==> config.mk <==
export PLATFORM = sky130hd
export DESIGN_NAME = els_loop_sequencer
export DESIGN_NICKNAME = d
export VERILOG_FILES = /design/src/shared/els_pkg.sv /design/src/hdl/els_smoother.sv /design/src/hdl/els_loop_sequencer.sv
export SDC_FILE = /design/constraint.sdc
export NUM_CORES = 2
export LEC_CHECK = 0
export BUFFER_PORTS_ARGS = -buffer_cell sky130_fd_sc_hd__buf_4
export CAP_MARGIN = 20
export CORE_UTILIZATION = 40
export DETAILED_ROUTE_END_ITERATION = 7
export PLACE_DENSITY = 0.62
export SLEW_MARGIN = 20
export SYNTH_ARGS = -nofsm -noshare
export SYNTH_HDL_FRONTEND = slang
export SYNTH_SLANG_ARGS = --single-unit
==> constraint.sdc <==
create_clock -name clk_i -period 21.5 [get_ports clk_i]
set_input_delay 2.15 -clock clk_i [delete_from_list [all_inputs] [get_ports clk_i]]
set_output_delay 2.15 -clock clk_i [all_outputs]
set_load 0.01 [all_outputs]
==> src/shared/els_pkg.sv <==
// Shared types and constants for the envelope loop sequencer.
// Assumes a 10 MHz clock; levels are 16-bit unsigned codes.
package els_pkg;

  typedef enum logic [2:0] {
    ST_DELAY, ST_ATTACK, ST_DECAY1, ST_DECAY2, ST_SUSTAIN, ST_REL1, ST_REL2, ST_IDLE
  } els_stage_e;

  typedef enum logic [1:0] {RPT_COUNT, RPT_HELD, RPT_INFINITE} els_repeat_e;
  typedef enum logic [1:0] {DIR_FORWARD, DIR_REVERSE, DIR_PING_PONG} els_dir_e;
  typedef enum logic {TRIG_GATED, TRIG_FREE_RUNNING} els_trig_e;
  typedef enum logic [3:0] {
    CRV_LINEAR, CRV_EXP1, CRV_EXP2, CRV_EXP3, CRV_LOG1, CRV_LOG2, CRV_LOG3,
    CRV_SCURVE1, CRV_SCURVE2
  } els_curve_e;

  localparam int unsigned LEVEL_W        = 16;
  localparam int unsigned FRAC_W         = 8;
  localparam logic [2:0]  STAGE_STEP     = 3'h1;
  localparam logic [7:0]  REPEAT_MIN     = 8'h01;
  localparam logic [7:0]  REPEAT_MAX     = 8'hF0;
  localparam logic [7:0]  CYCLES_RESET   = 8'h00;
  localparam logic [7:0]  FRAC_ZERO      = 8'h00;
  localparam logic [7:0]  FRAC_MAX       = 8'hFF;
  localparam logic [7:0]  FRAC_HALF      = 8'h80;
  localparam logic [31:0] FRAC_STEP      = 32'h0000_0100;
  localparam logic [15:0] SMOOTH_INSTANT = 16'h0000;
  localparam int unsigned CLK_PERIOD_NS  = 100;
  localparam int unsigned NS_PER_S       = 1_000_000_000;
  localparam int unsigned SMOOTH_FULL_S  = 32;
  localparam int unsigned SMOOTH_MAX_CODE = 65535;
  // Clock cycles per smoothing time code
  localparam int unsigned SMOOTH_STEP_CYCLES_DEF =
    (SMOOTH_FULL_S * (NS_PER_S / CLK_PERIOD_NS)) / SMOOTH_MAX_CODE;

  typedef struct packed {
    logic                    loop_en;
    logic                    is_amp_env;
    els_repeat_e             repeat_mode;
    logic [7:0]              repeat_count;
    els_dir_e                direction;
    els_trig_e               trig_mode;
    logic [15:0]             smooth_time;
    els_curve_e              curve;
  } els_cfg_s;

  typedef struct packed {
    logic       start_wr;
    logic       end_wr;
    els_stage_e start_val;
    els_stage_e end_val;
  } els_point_wr_s;

  typedef struct packed {
    els_stage_e stage;
    els_stage_e start_sel;
    els_stage_e end_sel;
    logic       looping;
    logic       looped;
    logic       rev;
    logic       smoothing;
    logic       smooth_go;
    logic       stage_start;
    logic       exit_evt;
    logic       r2_zero_seen;
    logic       gate_q;
    logic [7:0] cycles;
  } els_seq_s;

  typedef struct packed {
    logic              active;
    logic              done;
    logic [7:0]        frac;
    logic [31:0]       acc;
    logic [LEVEL_W-1:0] from;
    logic [LEVEL_W-1:0] level;
  } els_smooth_s;

endpackage : els_pkg

==> src/hdl/els_smoother.sv <==
// Shaped level transition used when the loop wraps back to its head stage.
// Assumes the target level is held steady by the caller while active.
`timescale 1ns/1ns
`default_nettype none
module els_smoother
  import els_pkg::*;
#(
  parameter int unsigned STEP_CYCLES = SMOOTH_STEP_CYCLES_DEF
) (
  // Clock and reset
  input  wire logic               clk_i,
  input  wire logic               rst_n_i,
  // Control
  input  wire logic               go_i,
  input  wire logic               abort_i,
  input  wire logic [15:0]        time_i,
  input  wire els_curve_e         curve_i,
  // Levels
  input  wire logic [LEVEL_W-1:0] from_i,
  input  wire logic [LEVEL_W-1:0] to_i,
  output logic [LEVEL_W-1:0]      level_o,
  output logic                    active_o,
  output logic                    done_o
);

  els_smooth_s q_ff, nxt_q;
  logic [31:0] span;

  function automatic logic [7:0] mul8(logic [7:0] a, logic [7:0] b);
    logic [15:0] p;
    p = 16'(a) * 16'(b);
    return p[15:8];
  endfunction : mul8

  function automatic logic [7:0] powx(logic [7:0] x, logic [1:0] n);
    logic [7:0] x2;
    x2 = mul8(x, x);
    case (n)
      2'h1: powx = x2;
      2'h2: powx = mul8(x2, x);
      default: powx = mul8(x2, x2);
    endcase
  endfunction : powx

  // Slope curves, same family as ordinary stage slopes
  function automatic logic [7:0] shape(els_curve_e c, logic [7:0] x);
    case (c)
      CRV_EXP1:    shape = powx(x, 2'h1);
      CRV_EXP2:    shape = powx(x, 2'h2);
      CRV_EXP3:    shape = powx(x, 2'h3);
      CRV_LOG1:    shape = ~powx(~x, 2'h1);
      CRV_LOG2:    shape = ~powx(~x, 2'h2);
      CRV_LOG3:    shape = ~powx(~x, 2'h3);
      CRV_SCURVE1: shape = (x < FRAC_HALF) ? 8'({powx(x, 2'h1), 1'b0})
                                          : 8'(~{powx(~x, 2'h1), 1'b0});
      CRV_SCURVE2: shape = (x < FRAC_HALF) ? 8'({powx(x, 2'h2), 2'b00})
                                          : 8'(~{powx(~x, 2'h2), 2'b00});
      default:     shape = x;
    endcase
  endfunction : shape

  function automatic logic [15:0] interp(logic [15:0] a, logic [15:0] b, logic [7:0] f);
    logic signed [16:0] d;
    logic signed [25:0] p;
    d = $signed({1'b0, b}) - $signed({1'b0, a});
    p = d * $signed({1'b0, f});
    return 16'($signed({1'b0, a}) + 17'(p >>> FRAC_W));
  endfunction : interp

  assign span = 32'(time_i) * 32'(STEP_CYCLES);

  always_comb begin
    nxt_q = q_ff;
    nxt_q.done = 1'b0;
    if (abort_i) begin
      nxt_q.active = 1'b0;
    end else if (go_i) begin
      nxt_q.active = 1'b1;
      nxt_q.frac   = FRAC_ZERO;
      nxt_q.acc    = 32'h0;
      nxt_q.from   = from_i;
      nxt_q.level  = from_i;
    end else if (q_ff.active) begin
      nxt_q.acc = q_ff.acc + FRAC_STEP;
      if (nxt_q.acc >= span) begin
        nxt_q.acc  = (span > FRAC_STEP) ? nxt_q.acc - span : 32'h0;
        nxt_q.frac = q_ff.frac + 8'h01;
        if (q_ff.frac == FRAC_MAX - 8'h01) begin
          nxt_q.active = 1'b0;
          nxt_q.done   = 1'b1;
          nxt_q.level  = to_i;
        end else begin
          nxt_q.level = interp(q_ff.from, to_i, shape(curve_i, nxt_q.frac));
        end
      end
    end
  end

  always_ff @(posedge clk_i or negedge rst_n_i) begin
    if (!rst_n_i) begin
      q_ff <= '0;
    end else begin
      q_ff <= nxt_q;
    end
  end

  assign level_o  = q_ff.level;
  assign active_o = q_ff.active;
  assign done_o   = q_ff.done;

endmodule : els_smoother
`default_nettype wire

==> src/hdl/els_loop_sequencer.sv <==
// Stage sequencer with loop control for one envelope.
// Assumes stage timing logic pulses stage_done_i when a timed stage ends
// and supplies the level of the stage shown on stage_o as target_level_i.
// Notes on behaviour
// - Held repeat keeps looping until the note gate drops, MIDI Note Off too.
// - Held repeat keeps looping while the sustain pedal is down.
// - Infinite repeat on the amplitude envelope never ends by itself.
// - Infinite repeat on a mod envelope ends once amplitude second release hits 0.
// - Forward direction walks the span in ascending order, count and wrap apply.
// - Reverse direction walks the span descending, count and wrap apply.
// - Ping-pong alternates direction, count applies, wrap smoothing is skipped.
// - Wrap transition time is 16 bits, zero instant, 65535 about 32 s.
// - Wrap transition follows linear, three exp, three log or two S-curves.
// - Each forward or reverse wrap glides from present level to head level unless time is zero.
// - Start and end settings push each other so start stays before end.
// - Looping begins exactly when the stage before the end stage completes.
// - Stages after the span are not entered while looping.
// - On loop end in gated trigger mode jump to first release.
// - On loop end in free-running mode continue with remaining stages.
// - First release as end means looping starts only after note-off.
// - Numeric repeat 1 to 240 runs exactly that many cycles then exits the loop.
// - Second release can never be the loop end stage.
// - Each cycle covers start through the stage before end, then returns.
`timescale 1ns/1ns
`default_nettype none
module els_loop_sequencer
  import els_pkg::*;
#(
  parameter int unsigned SMOOTH_STEP_CYCLES = SMOOTH_STEP_CYCLES_DEF
) (
  // Clock and reset
  input  wire logic               clk_i,
  input  wire logic               rst_n_i,
  // Performer events
  input  wire logic               note_gate_i,
  input  wire logic               sustain_pedal_i,
  input  wire logic               prog_load_i,
  input  wire logic               amp_r2_zero_i,
  // Stage timing and levels
  input  wire logic               stage_done_i,
  input  wire logic [LEVEL_W-1:0] cur_level_i,
  input  wire logic [LEVEL_W-1:0] target_level_i,
  // Settings
  input  wire els_cfg_s           cfg_i,
  input  wire els_point_wr_s      point_wr_i,
  // Sequencer state
  output var els_stage_e          stage_o,
  output logic                    stage_start_o,
  output logic                    looping_o,
  output logic [7:0]              loop_cycles_o,
  output var els_stage_e          start_sel_o,
  output var els_stage_e          end_sel_o,
  // Wrap transition
  output logic                    smoothing_o,
  output logic [LEVEL_W-1:0]      smooth_level_o
);

  els_seq_s   q_ff, nxt_q;
  logic       note_on;
  logic       smooth_done;
  logic       stage_ends;
  logic       wrap;
  logic       quit;
  els_stage_e head;
  logic [7:0] eff_count;

  function automatic els_stage_e stage_up(els_stage_e s);
    return (s == ST_IDLE) ? ST_IDLE : els_stage_e'(s + STAGE_STEP);
  endfunction : stage_up

  function automatic els_stage_e stage_down(els_stage_e s);
    return (s == ST_DELAY) ? ST_DELAY : els_stage_e'(s - STAGE_STEP);
  endfunction : stage_down

  function automatic logic [7:0] clamp_count(logic [7:0] c);
    if (c < REPEAT_MIN) begin
      return REPEAT_MIN;
    end
    return (c > REPEAT_MAX) ? REPEAT_MAX : c;
  endfunction : clamp_count

  assign note_on   = note_gate_i && !q_ff.gate_q;
  assign eff_count = clamp_count(cfg_i.repeat_count);

  // Loop ends at a wrap point when the repeat setting is satisfied
  always_comb begin
    case (cfg_i.repeat_mode)
      RPT_COUNT:    quit = (q_ff.cycles + 8'h01) >= eff_count;
      RPT_HELD:     quit = !note_gate_i && !sustain_pedal_i;
      RPT_INFINITE: quit = !cfg_i.is_amp_env && q_ff.r2_zero_seen;
      default:      quit = 1'b1;
    endcase
  end

  // Sustain ends on note-off; inside a loop its timer may end it too
  always_comb begin
    if (q_ff.stage == ST_SUSTAIN) begin
      stage_ends = !note_gate_i || (q_ff.looping && stage_done_i);
    end else begin
      stage_ends = stage_done_i && (q_ff.stage != ST_IDLE);
    end
  end

  // Next stage while looping and whether this step is a wrap point
  always_comb begin
    wrap = 1'b0;
    head = stage_up(q_ff.stage);
    case (cfg_i.direction)
      DIR_REVERSE: begin
        if (q_ff.stage == q_ff.start_sel) begin
          wrap = 1'b1;
          head = stage_down(q_ff.end_sel);
        end else begin
          head = stage_down(q_ff.stage);
        end
      end
      DIR_PING_PONG: begin
        if (q_ff.rev) begin
          if (q_ff.stage == q_ff.start_sel) begin
            wrap = 1'b1;
            head = (stage_up(q_ff.start_sel) == q_ff.end_sel) ? q_ff.start_sel
                                                             : stage_up(q_ff.start_sel);
          end else begin
            head = stage_down(q_ff.stage);
          end
        end else begin
          if (stage_up(q_ff.stage) == q_ff.end_sel) begin
            wrap = 1'b1;
            head = (q_ff.stage == q_ff.start_sel) ? q_ff.stage : stage_down(q_ff.stage);
          end
        end
      end
      default: begin
        if (stage_up(q_ff.stage) == q_ff.end_sel) begin
          wrap = 1'b1;
          head = q_ff.start_sel;
        end
      end
    endcase
  end

  always_comb begin
    nxt_q = q_ff;
    nxt_q.stage_start = 1'b0;
    nxt_q.smooth_go   = 1'b0;
    nxt_q.exit_evt    = 1'b0;
    nxt_q.gate_q      = note_gate_i;
    if (prog_load_i) begin
      // New program stops any loop, including infinite ones
      nxt_q.stage        = ST_IDLE;
      nxt_q.looping      = 1'b0;
      nxt_q.looped       = 1'b0;
      nxt_q.smoothing    = 1'b0;
      nxt_q.rev          = 1'b0;
      nxt_q.r2_zero_seen = 1'b0;
      nxt_q.cycles       = CYCLES_RESET;
    end else if (note_on) begin
      nxt_q.stage        = ST_DELAY;
      nxt_q.stage_start  = 1'b1;
      nxt_q.looping      = 1'b0;
      nxt_q.looped       = 1'b0;
      nxt_q.smoothing    = 1'b0;
      nxt_q.rev          = 1'b0;
      nxt_q.r2_zero_seen = 1'b0;
      nxt_q.cycles       = CYCLES_RESET;
    end else if (q_ff.smoothing) begin
      if (smooth_done) begin
        nxt_q.smoothing   = 1'b0;
        nxt_q.stage_start = 1'b1;
      end
    end else if (stage_ends) begin
      if (q_ff.looping) begin
        if (wrap && quit) begin
          nxt_q.looping  = 1'b0;
          nxt_q.rev      = 1'b0;
          nxt_q.exit_evt = 1'b1;
          if (cfg_i.trig_mode == TRIG_GATED) begin
            nxt_q.stage = ST_REL1;
          end else begin
            nxt_q.stage = q_ff.end_sel;
          end
          nxt_q.stage_start = 1'b1;
        end else begin
          nxt_q.stage = head;
          if (wrap) begin
            nxt_q.cycles = q_ff.cycles + 8'h01;
            if (cfg_i.direction == DIR_PING_PONG) begin
              nxt_q.rev = !q_ff.rev;
            end
          end
          if (wrap && cfg_i.direction != DIR_PING_PONG
              && cfg_i.smooth_time != SMOOTH_INSTANT) begin
            nxt_q.smoothing = 1'b1;
            nxt_q.smooth_go = 1'b1;
          end else begin
            nxt_q.stage_start = 1'b1;
          end
        end
      end else if (cfg_i.loop_en && !q_ff.looped
                   && stage_up(q_ff.stage) == q_ff.end_sel) begin
        // Loop is entered at the boundary into the end stage
        nxt_q.looping = 1'b1;
        nxt_q.looped  = 1'b1;
        nxt_q.cycles  = CYCLES_RESET;
        nxt_q.rev     = (cfg_i.direction == DIR_PING_PONG);
        nxt_q.stage   = head;
        if (cfg_i.direction == DIR_FORWARD) begin
          nxt_q.stage = q_ff.start_sel;
        end else if (cfg_i.direction == DIR_REVERSE) begin
          nxt_q.stage = q_ff.stage;
        end
        if (cfg_i.direction != DIR_PING_PONG && cfg_i.smooth_time != SMOOTH_INSTANT) begin
          nxt_q.smoothing = 1'b1;
          nxt_q.smooth_go = 1'b1;
        end else begin
          nxt_q.stage_start = 1'b1;
        end
      end else begin
        nxt_q.stage = (q_ff.stage == ST_REL2) ? ST_IDLE : stage_up(q_ff.stage);
        nxt_q.stage_start = (q_ff.stage != ST_REL2);
      end
    end
    // A level-zero report in the clearing cycle still counts
    if (amp_r2_zero_i) begin
      nxt_q.r2_zero_seen = 1'b1;
    end
    // Loop point settings keep a valid span
    if (point_wr_i.end_wr) begin
      nxt_q.end_sel = point_wr_i.end_val;
      if (point_wr_i.end_val < ST_ATTACK) begin
        nxt_q.end_sel = ST_ATTACK;
      end else if (point_wr_i.end_val > ST_REL1) begin
        nxt_q.end_sel = ST_REL1;
      end
      if (nxt_q.start_sel >= nxt_q.end_sel) begin
        nxt_q.start_sel = stage_down(nxt_q.end_sel);
      end
    end
    if (point_wr_i.start_wr) begin
      nxt_q.start_sel = (point_wr_i.start_val > ST_SUSTAIN) ? ST_SUSTAIN
                                                            : point_wr_i.start_val;
      if (nxt_q.start_sel >= nxt_q.end_sel) begin
        nxt_q.end_sel = stage_up(nxt_q.start_sel);
      end
    end
  end

  always_ff @(posedge clk_i or negedge rst_n_i) begin
    if (!rst_n_i) begin
      q_ff           <= '0;
      q_ff.stage     <= ST_IDLE;
      q_ff.start_sel <= ST_ATTACK;
      q_ff.end_sel   <= ST_DECAY2;
    end else begin
      q_ff <= nxt_q;
    end
  end

  els_smoother #(
    .STEP_CYCLES (SMOOTH_STEP_CYCLES)
  ) u_smoother (
    .clk_i    (clk_i),
    .rst_n_i  (rst_n_i),
    .go_i     (q_ff.smooth_go),
    .abort_i  (prog_load_i || note_on),
    .time_i   (cfg_i.smooth_time),
    .curve_i  (cfg_i.curve),
    .from_i   (cur_level_i),
    .to_i     (target_level_i),
    .level_o  (smooth_level_o),
    .active_o (),
    .done_o   (smooth_done)
  );

  assign stage_o       = q_ff.stage;
  assign stage_start_o = q_ff.stage_start;
  assign looping_o     = q_ff.looping;
  assign loop_cycles_o = q_ff.cycles;
  assign start_sel_o   = q_ff.start_sel;
  assign end_sel_o     = q_ff.end_sel;
  assign smoothing_o   = q_ff.smoothing;
endmodule : els_loop_sequencer
`default_nettype wire

Yosys cells after proc, flatten, opt, wreduce, memory -nomap -nowiden. Cells that the tools add are included.

Magnitude comparators: 11. Multiplexer cells: 137. Multiply operators: 8. Add/sub/neg operators: 12. Bitwise gates (word level): 7. Reductions and logical operators: 42. Equality and inequality tests: 31.

Operators with widths (count): $mux W8 (36); $mul A8 B8 Y16 (6); $mux W3 (32); $mux W42 (2); $mux W16 (5); $mux W73 (1); $pmux W8 S8 (1); $mux W7 (7); $mux W6 (8); $not A8 Y8 (6); $mux W40 (1); $add A32 B9 Y32 const B (1); $ge A32 B29 Y1 (1); $mux W1 (32); $mux W32 (1); $sub A32 B29 Y32 (1); $gt A29 B9 Y1 const B (1); $mul A16 B12 Y28 const B (1); $mul A17 B9 Y24 (1); $sub A16 B16 Y17 (1); $add A16 B16 Y16 (1); $add A8 B1 Y8 const B (2); $eq A4 B3 Y1 const B (4); $reduce_bool A16 Y1 (1); other kinds (43) (95).

Register bits: 99. Output and inout port bits: 36.

Logic depth before layout (Yosys ltp).
Word-level depth: 25. Mapped depth: 78. Depth with buffers taken out: 75.

Modules after synthesis. A second synthesis with hierarchy kept.

Cell total of the unflattened synthesis: 3451. Area total of the unflattened synthesis: 27986.8 um2.

Modules (own cells, without submodules): els_smoother (area an instance 24942.7 um2, cells an instance 3077, sequential area each 1851.8 um2, instances 1); els_loop_sequencer (area an instance 3044.2 um2, cells an instance 374, sequential area each 633.1 um2, instances 1).

Worst setup path after synthesis. OpenSTA, ideal clock, no wires.

Kind: register to register. Start: reg u_smoother.q_ff[66] (netlist bit). End: reg u_smoother.q_ff (netlist bit u_smoother.level_o[15]). Required time: 21.374 ns. Path slack: 4.252 ns. Path buffers: 6. Data arrival time: 17.122 ns. Period minus slack after synthesis: 17.248 ns. Cell stages (with the launch flop): 72. Cells stage by stage: dfrtp_1 -> buf_6 -> nand3_1 -> nor2_1 -> xnor2_1 -> clkbuf_1 -> clkbuf_1 -> buf_1 -> nor2_1 -> fa_1 -> fa_1 -> fa_1 -> inv_1 -> fa_1 -> inv_1 -> ha_1 -> and2_1 -> a22oi_1 -> [... 36 more ...] -> o21a_1 -> nor2_1 -> xnor2_1 -> ha_1 -> a21o_1 -> a21oi_1 -> o21bai_1 -> a21oi_1 -> o21bai_1 -> a21oi_1 -> o21ba_2 -> o21ai_0 -> o221a_2 -> mux2i_1 -> a2111oi_0 -> xnor2_1 -> xnor2_1 -> a221o_1.

Longest elaborated chain between the ends: 24. Elaborated cells on any way between the ends: 59.

Ends and longest elaborated chain: start, declared (RTL line els_smoother.sv:26) `els_smooth_s q_ff, nxt_q;`; start signal, assigned (RTL line els_smoother.sv:103) `q_ff <= nxt_q;`; $add A8 B1 Y8 (RTL line els_smoother.sv:87) `nxt_q.frac = q_ff.frac + 8'h01;`; $not A8 Y8; $mul A8 B8 Y16 (2 in a row) (RTL line els_smoother.sv:31) `p = 16'(a) * 16'(b);`; $mux W6 (RTL line els_smoother.sv:47) `case (c)`; $mux W6 (RTL line els_smoother.sv:88) `if (q_ff.frac == FRAC_MAX - 8'h01) begin`; $mux W6 (RTL line els_smoother.sv:85) `if (nxt_q.acc >= span) begin`; $mux W6 (RTL line els_smoother.sv:83) `end else if (q_ff.active) begin`; $mux W6 (RTL line els_smoother.sv:77) `end else if (go_i) begin`; [... 7 more ...]; $mux W8 (RTL line els_smoother.sv:77); $mux W8 (RTL line els_smoother.sv:75) `if (abort_i) begin`; $mul A17 B9 Y24 (RTL line els_smoother.sv:66) `p = d * $signed({1'b0, f});`; $add A16 B16 Y16 (RTL line els_smoother.sv:67) `return 16'($signed({1'b0, a}) + 17'(p >>> FRAC_W));`; $mux W16 * (RTL line els_smoother.sv:88); $mux W16 * (RTL line els_smoother.sv:85); $mux W16 * (RTL line els_smoother.sv:83); $mux W16 * (RTL line els_smoother.sv:77).

Mark *: on every way between the ends. The rest lies on a longest branch, timed or not. The select of a mux whose other input is x is not followed. A chain may end at the register's enable or synchronous reset.

Final worst setup path.
Start: reg u_smoother.q_ff[64] (netlist bit). End: reg u_smoother.q_ff (netlist bit u_smoother.level_o[15]).

The elaborated chain is that of the path after synthesis.

==> impl_metrics.toml <==
[layout]
final-seq-area_mm2 = 0.00248
layout-drive-gt1-share_pct = 7.11
filler_cell_count = 6798
flow.area_growth_from_synthesis_pct = 7.00
finalNetCount = 4271
multiInputGateArea_mm2 = 0.0222

[global_routing]
grt_util_all_layers_pct = 21.3
overflow = 0
grt_antenna_before_repair = 1
grt_start_max_net_pins = 52
grt_pass1_wl_um = 120000
grt_pass1_vias = 23300

[sta]
tightest_slew_ps = 1070
rsz0062_at_grt = "false"
max_transition_margin_pct = 27.8
final.period_utilization_pct = 91.7
setup_total_negative_slack_ps = 0
worst_clock_skew_ps = 17.9
timing.final.crit_period_ps = 19720
final-hold-violation-count = 0
setup_viol = 0
fmax_ghz = 0.0507
slew_violations = 0

[logic_synthesis]
synth.cell_area_mm2 = 0.0275
synth.top_cell.area_share_pct = 21.9
netlist.top_cell.by_area = "sky130_fd_sc_hd__fa_1"
synth_seq_area_share_pct = 9.02
synth_most_common_cell = "sky130_fd_sc_hd__inv_1"
synth_cell_type_count = 99
number_of_storage_elements_in_the_synthesis_netlist = 99
post_synth_main_area_contributors = "sky130_fd_sc_hd__fa_1, sky130_fd_sc_hd__ha_1, sky130_fd_sc_hd__dfrtp_1, sky130_fd_sc_hd__inv_1, sky130_fd_sc_hd__nor2_1"
netlist_top_cells_count = "sky130_fd_sc_hd__inv_1, sky130_fd_sc_hd__ha_1, sky130_fd_sc_hd__nor2_1, sky130_fd_sc_hd__fa_1, sky130_fd_sc_hd__nand2_1"
syn-mean-instance-area_um2 = 8.00
postSynth.topFlopCell = "sky130_fd_sc_hd__dfrtp_1"
synthCells = 3442
synth-edff-count = 0
synth-async-reset-ratio_pct = 100
synthesis.yosys.warnings = 0

[routing]
routed.top_layer = "met5"
met2_wirelength_um = 33800
drt-vias-per-instance = 5.31
remaining_number_of_nets_flagged_by_the_antenna_check_after_routing = 0
drt-wirelength-per-cell_um = 16.7
wl_met1_um = 32600
met3RoutedLength_um = 3850
detail_route.drc_violations = 0
drt-pass1-iter-count = 5
via_count = 23100
detail_route.wirelength_um = 72400
detailedRoute.firstIterationViolations = 1570

[setup_path]
r2r_setup_slack_ps = 1780
worstPathMaxFanout = 18
cell_type_of_the_slowest_stage_on_the_worst_timing_path = "sky130_fd_sc_hd__ha_1"
r2r_start = "u_smoother.q_ff[64]$_DFFE_PN0P_"
worst_path_most_repeated_cell = "sky130_fd_sc_hd__fa_1"
critical_path_sink_type = "flop"
crit_arrival_ps = 19990
timing_worst_setup_path_type = "reg2reg"
required_ps = 21770
regToRegEndpoint = "u_smoother.level_o[15]$_DFFE_PN0P_"
worst_path_largest_cell_delay_ps = 990
worst_setup_path_start_kind = "flop"
rr_worst_depth = 67

[min_path]
holdCritPathClass = "reg2reg"
hold_path_startpoint = "q_ff[9]$_DFFE_PN0P_"
worstHoldPathCells = 1
worstHoldEndpoint = "q_ff[9]$_DFFE_PN0P_"

[cts]
tritoncts = "built"
worstSkewPairLatency_ps = 390
cts-htree-levels = 3
numCtsBuffers = 9
post_cts.repair.setup_buffers = 0
root_buffer = "sky130_fd_sc_hd__clkbuf_16"
clock_sinks = 99
ctsHoldBuffers = 0
post_cts_resized = 0
clk_pin_slew_worst_paths_ps = 80
clock_path_buffers = 2

[die]
std_cell_rows = 95
vertical_extent_of_the_die_um = 264
die_width_um = 264
io_pins = 118
die-area_mm2 = 0.0699
effective_utilization_at_floorplan_pct = 40.7
core-area_mm2 = 0.0676

[flow_run]
cap_viol_max_count = 0

[placed_design]
dp.final_hpwl_um = 59100
gp_routability_congestion = 0.963
io_buffer_count = 117

[run_status]
status = "complete, no violations"
-- routing by layer --
layer  vias to the layer above  GRT usage, %
met4                         2          6.60
met5                         -             0
li1                      11300             -
met2                       540          35.9
met1                     11100          28.1
met3                       108          2.71
-- cells in the final DEF, fill, tap and decap left out, types with 8 or more instances in the layout --
master / instances
sky130_fd_sc_hd__a22o_1: 12
sky130_fd_sc_hd__o22ai_1: 12
sky130_fd_sc_hd__a21boi_0: 14
sky130_fd_sc_hd__nand2b_1: 51
sky130_fd_sc_hd__o21a_1: 14
sky130_fd_sc_hd__buf_4: 152
sky130_fd_sc_hd__o21ai_0: 160
sky130_fd_sc_hd__a211oi_1: 22
sky130_fd_sc_hd__a21oi_1: 152
sky130_fd_sc_hd__inv_1: 603
sky130_fd_sc_hd__nand2_1: 294
sky130_fd_sc_hd__nor4_1: 11
sky130_fd_sc_hd__dfrtp_1: 93
sky130_fd_sc_hd__nor3_1: 61
sky130_fd_sc_hd__a2111oi_0: 9
sky130_fd_sc_hd__xor2_1: 57
sky130_fd_sc_hd__mux2i_1: 25
sky130_fd_sc_hd__and3_1: 30
sky130_fd_sc_hd__and2_1: 15
sky130_fd_sc_hd__o2111ai_1: 8
sky130_fd_sc_hd__fa_1: 302
sky130_fd_sc_hd__clkbuf_16: 9
sky130_fd_sc_hd__o211ai_1: 18
sky130_fd_sc_hd__xnor2_1: 129
sky130_fd_sc_hd__ha_1: 419
sky130_fd_sc_hd__a211o_1: 8
sky130_fd_sc_hd__and4_1: 8
sky130_fd_sc_hd__a31oi_1: 18
sky130_fd_sc_hd__nor2_1: 392
sky130_fd_sc_hd__nor2b_1: 40
sky130_fd_sc_hd__or3_1: 13
sky130_fd_sc_hd__nand4_1: 17
sky130_fd_sc_hd__a21o_1: 41
sky130_fd_sc_hd__nand3_1: 53
sky130_fd_sc_hd__o21bai_1: 9
sky130_fd_sc_hd__or2_2: 25
sky130_fd_sc_hd__o31ai_1: 13
-- critical path: cells and delay by family (launching register included) --
family,cells,cell delay [ps]
buf+inv,12,2470
flops,1,560
mux,1,140
simple gates,11,1930
fa+ha+maj,17,8280
compound gates,21,4960
xor+xnor,5,1210
-- kinds of logic after synthesis --
| group | count (synthesis) | synth area share, % |
|---|---|---|
| buffers and inverters | 747 | 10.7 |
| and+or+nand+nor | 1051 | 17.6 |
| adders and majority gates | 721 | 41.0 |
| xor gates and xnor gates | 191 | 6.14 |
| AOI/OAI and AO/OA | 600 | 14.3 |
| DFF | 99 | 9.02 |
| other | 1 | 0.0136 |
| muxes | 32 | 1.19 |
-- through the flow --
| stage | hold WS [ps] | instance area, um2 | std cells | util (%) | setup WS [ps] |
|---|---|---|---|---|---|
| floorplan | 441 | 27500 | 3443 | - | 4250 |
| global placement | 460 | 29200 | 4330 | 43.1 | 2290 |
| finish | 471 | 29500 | 4347 | 43.6 | 1780 |
| CTS | 474 | 29500 | 4346 | 43.6 | 1890 |
| global route | 492 | 29500 | 4346 | 43.6 | 516 |
| detailed placement | 458 | 29200 | 4330 | 43.1 | 1930 |
-- sequential cells by signal (all words and copies together) (netlist names), 3 cells and up --
| signal | flops |
|---|---|
| q_ff | 5 |
| stage_o | 3 |
| start_sel_o | 3 |
| u_smoother.level_o | 16 |
| end_sel_o | 3 |
| loop_cycles_o | 8 |
| u_smoother.q_ff | 56 |
-- final cells by class --
type                       count  share of cell area (%)
multi-input combinational   2597                    75.2
sequential                    99                    8.43
inverter                     609                    7.76
timing repair buffer         152                    3.87
tap                          873                    3.71
clock buffer                   9                   0.764
clock inverter                 7                   0.242
antenna                        1                 0.00849
-- how the worst max path moves through the flow --
| stage | cells after the start | start | to |
|---|---|---|---|
| floorplan | 71 | u_smoother.q_ff[66]$_DFFE_PN0P_ | u_smoother.level_o[15]$_DFFE_PN0P_ |
| global placement | 67 | u_smoother.q_ff[64]$_DFFE_PN0P_ | u_smoother.level_o[15]$_DFFE_PN0P_ |
| detailed placement | 67 | u_smoother.q_ff[64]$_DFFE_PN0P_ | u_smoother.level_o[15]$_DFFE_PN0P_ |
| CTS | 67 | u_smoother.q_ff[64]$_DFFE_PN0P_ | u_smoother.level_o[15]$_DFFE_PN0P_ |
| global route | 67 | u_smoother.q_ff[64]$_DFFE_PN0P_ | u_smoother.level_o[15]$_DFFE_PN0P_ |
| finish | 67 | u_smoother.q_ff[64]$_DFFE_PN0P_ | u_smoother.level_o[15]$_DFFE_PN0P_ |
Power is not shown: default switching activity piles up to over one toggle a cycle in this logic, so the estimate is an artifact.
